**src/upi_pkg.sv**
```systemverilog
// Purpose: shared constants and types for the ULPI transceiver pin interface
// Assumes: sys_clk at 125 MHz, interface clock nominally 60 MHz
// Notes: every count of cycles is derived here from a time or a rate
package upi_pkg;

    localparam int SYS_CLK_MHZ = 125;
    localparam int SYS_CLK_PERIOD_NS = 8;
    localparam int IFACE_CLK_MHZ = 60;

    // fractional divider: toggles at 2*60 per 125 system cycles
    localparam logic [7:0] PHASE_STEP = 8'(2 * IFACE_CLK_MHZ);
    localparam logic [7:0] PHASE_MOD = 8'(SYS_CLK_MHZ);

    localparam int MIN_RESET_PULSE_NS = 1000;
    localparam logic [7:0] MIN_RESET_PULSE_CYCLES =
        8'((MIN_RESET_PULSE_NS + SYS_CLK_PERIOD_NS - 1) / SYS_CLK_PERIOD_NS);

    localparam int BUS_WIDTH = 8;
    localparam logic [BUS_WIDTH-1:0] BUS_IDLE = 8'h00;

    typedef enum logic [2:0] {
        UPI_IDLE,
        UPI_TURN_PHY,
        UPI_SEND,
        UPI_TURN_LINK,
        UPI_RECV
    } upi_fsm_type;

    typedef struct packed {
        logic valid;
        logic last;
        logic [BUS_WIDTH-1:0] data;
    } upi_send_type;

    typedef struct packed {
        logic valid;
        logic last;
        logic stop;
        logic [BUS_WIDTH-1:0] data;
    } upi_recv_type;

    typedef struct packed {
        upi_fsm_type fsm;
        logic rstMeta;
        logic rstSync;
        logic [7:0] lowCount;
        logic clkInMode;
        logic [7:0] phaseAcc;
        logic interface_clock_pin;
        logic clkOe;
        logic refPrev;
        logic dir;
        logic nxt;
        logic dataOe;
        logic [BUS_WIDTH-1:0] dataOut;
        logic sendTaken;
        logic [BUS_WIDTH-1:0] pendByte;
        logic pendValid;
        upi_recv_type recv;
        logic suspended;
        logic regEnable;
        logic switchClosed;
        logic regReset;
    } upi_state_type;

    localparam upi_state_type UPI_STATE_RESET = '{fsm: UPI_IDLE, default: '0};

endpackage
```
**src/upi_pin_interface.sv**
```systemverilog
// Purpose: device-side ULPI pin logic: clocking, direction, throttle, stop, reset pin
// Assumes: all pin inputs except the reset pin are synchronous to sys_clk
// Notes: rising interface clock edges become one-cycle ticks; outside suspend all bus outputs change on a tick
//
// Contract
// - In clock-output mode drive a 60 MHz interface clock and launch all bus signals on its rising edge.
// - A clock pin strapped to the core supply rail selects clock-input mode with the clock from the link.
// - The device throttles with an active-high next signal that marks a link byte as accepted.
// - A stop during a link transmission means the byte of the previous cycle was the last one.
// - The device raises direction to own the data bus whenever it has data for the link; here only from idle while the bus reads idle.
// - With nothing to send the device holds direction low and watches the bus for link commands.
// - The shared data bus is eight bits wide and two-way, bit 0 least and bit 7 most significant.
// - While the reset pin is low the device stays suspended with its regulators disabled.
// - While the reset pin is high the device works as a normal transceiver.
// - The reset pin may change at any time and is treated as asynchronous.
// - A low pulse of at least 1 us resets all interface registers and every state machine.
// - While the reset pin is asserted the pass-through switch controls stay closed.
`timescale 1ns/1ns
`default_nettype none

module upi_pin_interface (
    input wire logic sys_clk,
    input wire logic rst,
    input wire logic resetLowPin,
    input wire logic interfaceClockPinIn,
    output logic interfaceClockPinOut,
    output logic interfaceClockPinOe,
    input wire logic referenceClockPin,
    input wire logic [upi_pkg::BUS_WIDTH-1:0] dataIn,
    output logic [upi_pkg::BUS_WIDTH-1:0] dataOut,
    output logic dataOe,
    output logic dir,
    output logic nxt,
    input wire logic stp,
    input wire upi_pkg::upi_send_type sendReq,
    output logic sendTaken,
    input wire logic recvReady,
    output var upi_pkg::upi_recv_type recvOut,
    output logic suspended,
    output logic regulatorEnable,
    output logic switchClosed,
    output logic registerReset,
    output logic clockInputMode
);

    upi_pkg::upi_state_type s;
    upi_pkg::upi_state_type next_s;

    logic pinLow;
    logic tick;
    logic [8:0] phaseSum;
    logic toggle;

    always_comb
    begin
        next_s = s;
        tick = 1'b0;
        toggle = 1'b0;
        phaseSum = {1'b0, s.phaseAcc} + {1'b0, upi_pkg::PHASE_STEP};

        // two-flop synchroniser; only the second stage is looked at
        next_s.rstMeta = resetLowPin;
        next_s.rstSync = s.rstMeta;
        pinLow = !s.rstSync;

        next_s.suspended = pinLow;
        next_s.regEnable = !pinLow;
        next_s.switchClosed = pinLow;
        next_s.regReset = 1'b0;
        next_s.sendTaken = 1'b0;
        next_s.recv.valid = 1'b0;
        next_s.recv.last = 1'b0;
        next_s.recv.stop = 1'b0;

        if (pinLow)
        begin
            // clock pin is released here so its strap level can be read
            next_s.clkInMode = interfaceClockPinIn;
            next_s.clkOe = 1'b0;
            next_s.interface_clock_pin = 1'b0;
            next_s.phaseAcc = 8'h00;
            // track the pin so a release in input mode shows no false edge
            next_s.refPrev = referenceClockPin;
            if (s.lowCount != 8'hFF)
            begin
                next_s.lowCount = s.lowCount + 8'h01;
            end
            next_s.fsm = upi_pkg::UPI_IDLE;
            next_s.dir = 1'b0;
            next_s.nxt = 1'b0;
            next_s.dataOe = 1'b0;
            next_s.dataOut = upi_pkg::BUS_IDLE;
            next_s.pendValid = 1'b0;
        end
        else
        begin
            // release seen after the synchroniser: qualify pulse length
            if (s.lowCount != 8'h00)
            begin
                next_s.regReset = (s.lowCount >= upi_pkg::MIN_RESET_PULSE_CYCLES);
                next_s.lowCount = 8'h00;
            end

            if (s.clkInMode)
            begin
                // link-sourced clock; one cycle of lag against its edge
                next_s.refPrev = referenceClockPin;
                tick = referenceClockPin && !s.refPrev;
                next_s.clkOe = 1'b0;
            end
            else
            begin
                // jitter of one sys_clk period traded for a single clock domain
                if (phaseSum >= {1'b0, upi_pkg::PHASE_MOD})
                begin
                    next_s.phaseAcc = 8'(phaseSum - {1'b0, upi_pkg::PHASE_MOD});
                    toggle = 1'b1;
                end
                else
                begin
                    next_s.phaseAcc = phaseSum[7:0];
                end
                next_s.clkOe = 1'b1;
                next_s.interface_clock_pin = s.interface_clock_pin ^ toggle;
                tick = toggle && !s.interface_clock_pin;
            end

            if (tick)
            begin
                case (s.fsm)
                    upi_pkg::UPI_IDLE:
                    begin
                        next_s.dir = 1'b0;
                        next_s.dataOe = 1'b0;
                        next_s.nxt = 1'b0;
                        if (sendReq.valid && dataIn == upi_pkg::BUS_IDLE)
                        begin
                            // turnaround cycle: direction first, data a tick later
                            next_s.dir = 1'b1;
                            next_s.fsm = upi_pkg::UPI_TURN_PHY;
                        end
                        else if (dataIn != upi_pkg::BUS_IDLE)
                        begin
                            next_s.nxt = recvReady;
                            next_s.pendValid = 1'b0;
                            next_s.fsm = upi_pkg::UPI_RECV;
                        end
                    end
                    upi_pkg::UPI_TURN_PHY:
                    begin
                        next_s.dataOe = 1'b1;
                        next_s.fsm = upi_pkg::UPI_SEND;
                        next_s.nxt = sendReq.valid;
                        if (sendReq.valid)
                        begin
                            next_s.dataOut = sendReq.data;
                            next_s.sendTaken = 1'b1;
                            if (sendReq.last)
                            begin
                                next_s.fsm = upi_pkg::UPI_TURN_LINK;
                            end
                        end
                    end
                    upi_pkg::UPI_SEND:
                    begin
                        if (stp)
                        begin
                            // link aborts: hand the bus back
                            next_s.nxt = 1'b0;
                            next_s.dir = 1'b0;
                            next_s.dataOe = 1'b0;
                            next_s.fsm = upi_pkg::UPI_IDLE;
                        end
                        else
                        begin
                            next_s.nxt = sendReq.valid;
                            if (sendReq.valid)
                            begin
                                next_s.dataOut = sendReq.data;
                                next_s.sendTaken = 1'b1;
                                if (sendReq.last)
                                begin
                                    next_s.fsm = upi_pkg::UPI_TURN_LINK;
                                end
                            end
                        end
                    end
                    upi_pkg::UPI_TURN_LINK:
                    begin
                        next_s.dir = 1'b0;
                        next_s.dataOe = 1'b0;
                        next_s.nxt = 1'b0;
                        next_s.dataOut = upi_pkg::BUS_IDLE;
                        next_s.fsm = upi_pkg::UPI_IDLE;
                    end
                    upi_pkg::UPI_RECV:
                    begin
                        if (stp)
                        begin
                            // the held byte was the one before stop
                            next_s.recv.valid = s.pendValid;
                            next_s.recv.last = s.pendValid;
                            next_s.recv.stop = 1'b1;
                            next_s.recv.data = s.pendByte;
                            next_s.pendValid = 1'b0;
                            next_s.nxt = 1'b0;
                            next_s.fsm = upi_pkg::UPI_IDLE;
                        end
                        else
                        begin
                            if (s.nxt)
                            begin
                                // hold one byte back until it is known not to be last
                                next_s.recv.valid = s.pendValid;
                                next_s.recv.data = s.pendByte;
                                next_s.pendByte = dataIn;
                                next_s.pendValid = 1'b1;
                            end
                            next_s.nxt = recvReady;
                        end
                    end
                    default:
                    begin
                        next_s.fsm = upi_pkg::UPI_IDLE;
                        next_s.dir = 1'b0;
                        next_s.nxt = 1'b0;
                        next_s.dataOe = 1'b0;
                    end
                endcase
            end
        end
    end

    always_ff @(posedge sys_clk)
    begin
        if (rst)
        begin
            s <= upi_pkg::UPI_STATE_RESET;
        end
        else
        begin
            s <= next_s;
        end
    end

    assign interfaceClockPinOut = s.interface_clock_pin;
    assign interfaceClockPinOe = s.clkOe;
    assign dataOut = s.dataOut;
    assign dataOe = s.dataOe;
    assign dir = s.dir;
    assign nxt = s.nxt;
    assign sendTaken = s.sendTaken;
    assign recvOut = s.recv;
    assign suspended = s.suspended;
    assign regulatorEnable = s.regEnable;
    assign switchClosed = s.switchClosed;
    assign registerReset = s.regReset;
    assign clockInputMode = s.clkInMode;

endmodule

`default_nettype wire

```
**config.mk**
```make
export PLATFORM = sky130hd
export DESIGN_NAME = upi_pin_interface
export DESIGN_NICKNAME = d
export VERILOG_FILES = /design/src/upi_pkg.sv /design/src/upi_pin_interface.sv
export SDC_FILE = /design/constraint.sdc
export NUM_CORES = 1
export LEC_CHECK = 0
export BUFFER_PORTS_ARGS = -buffer_cell sky130_fd_sc_hd__buf_2
export CAP_MARGIN = 40
export CORE_MARGIN = 8
export CORE_UTILIZATION = 50
export DETAILED_ROUTE_END_ITERATION = 7
export GPL_ROUTABILITY_DRIVEN = 0
export PLACE_DENSITY = 0.77
export SKIP_LAST_GASP = 1
export SYNTH_ARGS = -nofsm -noshare
export SYNTH_HDL_FRONTEND = slang
export SYNTH_SLANG_ARGS = --single-unit
```
**constraint.sdc**
```tcl
create_clock -name sys_clk -period 4.6 [get_ports sys_clk]
set_clock_uncertainty 0.05 [all_clocks]
set_input_delay 0.92 -clock sys_clk [delete_from_list [all_inputs] [get_ports sys_clk]]
set_output_delay 0.92 -clock sys_clk [all_outputs]
set_load 0.03 [all_outputs]
```
**After elaboration in Yosys (flattened, before gate mapping)**

Index checks and enable logic that the tools add are counted.

- Register bits: 60
- Bits in latches: 0
- Bits in writable memories: 0
- ROM bits: 0
- Bits of input ports: 25
- Word-level logic and storage cells: 125
- Memories: 0

- $add $sub $neg: 3
- Multipliers: 0
- Divide/modulo/power cells: 0
- Magnitude comparators: 2
- Equal/unequal tests: 16
- Shifts and indexed selects: 0
- Muxes and demuxes: 46
- Bitwise operators: 7
- Reduce and logical (&&, ||, !) cells: 28

Operator list:

| kind | number |
|---|---|
| $mux 8 | 8 |
| $mux 32 | 1 |
| $pmux 8 s3 | 1 |
| $mux 3 | 7 |
| $mux 9 | 2 |
| $mux 1 | 16 |
| $reduce_bool 8->1 | 2 |
| $reduce_and 5->1 | 3 |
| $mux 12 | 1 |
| $ne 2x2->1 const B | 6 |
| $ne 3x3->1 const B | 4 |
| $pmux 3 s4 | 1 |
| $mux 11 | 1 |
| $mux 10 | 1 |
| $add 8x7->9 const B | 1 |
| $ge 9x7->1 const B | 1 |
| $reduce_and 3->1 | 3 |
| $add 8x1->8 const B | 1 |
| $ge 8x7->1 const B | 1 |
| $logic_not 8->1 | 1 |
| $ne 8x8->1 const B | 1 |
| $sub 8x7->8 const B | 1 |
| $eq 3x2->1 const B | 2 |
| $not 1->1 | 6 |
| other kinds (19) | 30 |

**Longest topological paths before layout**

- Depth in word-level cells: 10
- Mapped depth: 15

**Worst setup path before layout**

Ideal clock, no wire load.

- Path type: reg-to-reg
- Start point: reg s[42] (netlist bit)
- End point: reg s (netlist bit dataOut[0])
- Library setup time: 0.145 ns
- Data arrival time: 2.696 ns
- Required time: 4.405 ns
- Slack: 1.709 ns
- Stages on the path, launching flop included: 15
- Buffers on the path: 2
- Period minus slack after synthesis: 2.891 ns
- Cells stage by stage: dfxtp_1 > buf_6 > inv_1 > ha_1 > and4bb_2 > a22oi_2 > o21ba_1 > buf_6 > inv_4 > ha_1 > inv_1 > o21ai_0 > nand3_1 > mux2i_1 > nor2_1

- Cells in the longest elaborated chain, start to end: 9

RTL lines:

| what | line | source |
|---|---|---|
| start: declaration | upi_pin_interface.sv:46 | `upi_pkg::upi_state_type s;` |
| start signal: assignment | upi_pin_interface.sv:238 | `s <= upi_pkg::UPI_STATE_RESET;` |
| start signal: assignment | upi_pin_interface.sv:242 | `s <= next_s;` |
| $add 8x7->9 | upi_pin_interface.sv:59 | `phaseSum = {1'b0, s.phaseAcc} + {1'b0, upi_pkg::PHASE_STEP};` |
| $ge 9x7->1 | upi_pin_interface.sv:114 | `if (phaseSum >= {1'b0, upi_pkg::PHASE_MOD})` |
| $mux 1 | upi_pin_interface.sv:114 |  |
| $mux 1 | upi_pin_interface.sv:104 | `if (s.clkInMode)` |
| $mux 1 | upi_pin_interface.sv:75 | `if (pinLow)` |
| $logic_and 1x1->1 | upi_pin_interface.sv:125 | `tick = toggle && !s.interface_clock_pin;` |
| $mux 1 | upi_pin_interface.sv:104 |  |
| $mux 1 | upi_pin_interface.sv:75 |  |
| $reduce_and 3->1 (no source line) | -- |  |

No other way between the ends. The select of a mux whose other input is x is not followed.
A chain may end at the register's enable or synchronous reset.

**Worst setup path after layout**

- Start point: reg s[42] (netlist bit)
- End point: reg s (netlist bit dataOut[6])

The elaborated chain is that of the path after synthesis.

==> metrics.txt <==
Post-CTS Resized=0; IO Port Bufs=54; final setup TNS=0 ns; Inst Count DP=430; final worst-path cycle share=roughly three quarters; Util after Layout=a little under three fifths; Critical Path RT=4.75 ns; initial antenna violation count=0; max_cap viols=0; Routed WL=between 6000 and 7000 um; Die Span Y=between 90 and 100 um; Clk pin slew, worst setup/hold paths=approximately 0.070 ns; H-tree Lvls=3; sequential-to-total area share from yosys stat=39.80%; final setup fails=0; worst reg-to-reg setup slack=~1.1 ns; min Tclk post-route=between 3 and 4 ns; Slew @ Worst Pin=around 0.63 ns; area of the multi-input gates=approximately 0.0015 mm2; first-pass GRT wire length=~11000 um; Core Rows=28; most frequent cell after synthesis=dfxtp_1; worst-skew pair later-pin latency=between 0.3 and 0.4 ns; Critical Path End Type=flip-flop; Via density=roughly 5.5; remaining antenna violation count=0; Final Slew Violations=0; Total Routing Usage GR=15.03%; Iteration-0 DRC Markers=134; Synth top area share=roughly 40%; dominant cell type by area after synthesis=dfxtp_1; # diodes=0; Slowest-stage cell, CP=dfxtp_1; Mapped Nets=between 300 and 400; Seq. cell area=around 0.0012 mm2; Synth async-reset ratio=0%; R2R depth=12; Clock Root Buffer=clkbuf_8; synth cell count leaders=dfxtp_1, nor2_1, mux2i_1, buf_4, a21oi_1; Yosys cell types=59; total power=between 1000 and 1500 uW; Initial Utilization=around half; die area=0.008778 mm2; DR vias=2440; core area=~0.006 mm2; Cells after Synth=around 330; RR Endpoint=dataOut[6]; Final Hold Viols=0; CP delay by family, top=simple AND/OR/NAND/NOR gates; # clock sinks=60; gr ovfl total=0; RSZ-0062 raised after global routing=false; EDFF count, synth=0; slack of the critical path=about 1.1 ns; Setup Buffers After CTS=0; CP Launch Type=flip-flop; origin of the worst setup path=s[42]; Post-route DRC=0; max incr delay on CP=0.51 ns; FMAX=0.2892 GHz; reg2reg start=s[42]; Layout Nets=around 400; maximum vdd drop=approximately 0.26 mV; ordered cell list for the critical path=inv_1, ha_1, and4bb_2, a22oi_2, o21ba_1, inv_4, ha_1, inv_1, o21ai_0, nand3_1, mux2i_1, nor2_1; CTS tree=yes; area delta synth->final=10.95%; crit path to=dataOut[6]; Post-synth top flop=dfxtp_1; outcome=finished clean; HPWL after DPL=4528 um; Max FO, Critical Path=9; LEAKAGE=roughly 0.0014 uW; Longest Clk Path Bufs=2; vias in the first global route=2370; Post-Syn Area=0.003018 mm2; Post-Layout Cell Count=about 450; yosys warns=0; register bit count reported by yosys=60; io pins=55; fraction of layout instances using a drive strength above 1=between 20% and 30%; top cells by area, synth=dfxtp_1, mux2i_1, nor2_1; CTS buffer count=9; detail-routed net length per standard cell=~14 um; CP bufs+invs=3; synthesized area per cell=roughly 9 um2; Filler Cell Count=roughly 540; slew margin rel.=between 50% and 60%; largest net degree at the start of global routing=28; critical path type=reg2reg; Hold Buf Count CTS=0; chip width=93.69 um; Initial DRT Pass Iterations=4; Arrival @ worst endpoint=~3.6 ns; Crit path depth=12; worst slack, placed=~1.2 ns; Pwr Density=between 300 and 400 mW/mm2; HP Class=reg2reg
==> registers in the layout, summed over array words and instances (netlist names) <==
name                  flops
recvOut                  11
registerReset             1
dataOe                    1
switchClosed              1
s                        29
dataOut                   8
regulatorEnable           1
dir                       1
clockInputMode            1
next_s                    2
sendTaken                 1
interfaceClockPinOe       1
interfaceClockPinOut      1
nxt                       1
==> layout make-up <==
class	count	share of cell area (%)
well taps	75	2.803
clock inverters	5	1.570
flip-flops and latches	60	35.87
inverters	15	1.756
clock buffers	10	4.111
multi-input cells	223	45.22
repair buffers	57	8.670
==> power breakdown <==
| part | internal, uW | switching, uW |
|---|---|---|
| Clock | 259 | 199 |
| Sequential | 527 | 12.4 |
| Combinational | 41.7 | 62.8 |
| Total | 828 | 274 |
==> kinds of logic after synthesis <==
group,count (synthesis),synth area share [%]
and+or+nand+nor,119,21.89
AOI/OAI and AO/OA,62,13.89
DFF,60,39.80
buffers and inverters,51,10.03
muxes,29,9.619
adders and majority gates,8,3.317
xor gates and xnor gates,5,1.451
==> metrics by stage <==
step,hold slack [ns],instance area [um2]
floorplan,0.3638,3018
detailed placement,0.3867,3158
global placement,0.3729,3153
finish,0.3890,3348
global route,0.4028,3348
CTS,0.3981,3348
==> metal layers <==
| metal | vias to the layer above | part of all wire (%) | GRT usage (%) |
|---|---|---|---|
| li1 | 1235 | - | - |
| met1 | 1135 | 44 | 17.15 |
| met2 | 60 | 47 | 24.39 |
| met3 | 10 | 7.1 | 5.755 |
| met4 | 0 | 1.7 | 6.605 |
| met5 | - | 0 | 0 |
==> cells in the final DEF (no fill, tap or decap), types with 5 or more instances in the layout <==
master / count
a21oi_1: 16
buf_2: 55
clkbuf_8: 10
dfxtp_1: 60
ha_1: 8
inv_1: 13
mux2i_1: 29
nand2_1: 7
nand3_1: 13
nand4_1: 5
nor2_1: 42
nor2b_1: 7
nor3_1: 9
nor4_1: 5
o211ai_1: 7
o21ai_0: 11
==> how the worst min path moves through the flow <==
stage	start	endpoint	cells past startpoint
2_1_floorplan	next_s[56]	next_s[2]	1
3_3_place_gp	next_s[56]	next_s[2]	1
3_5_place_dp	next_s[56]	next_s[2]	1
4_1_cts	next_s[56]	next_s[2]	1
5_1_grt	next_s[56]	next_s[2]	1
6_report	next_s[56]	next_s[2]	1
==> worst register-to-register path: cells and delay by family (launching register included) <==
kind	cells	cell delay, ns
compound gates	3	0.74
mux	1	0.29
fa+ha+maj	2	0.55
simple gates	3	0.89
buf+inv	3	0.29
flops	1	0.51
Note: power is estimated with default switching activity, not from simulation.
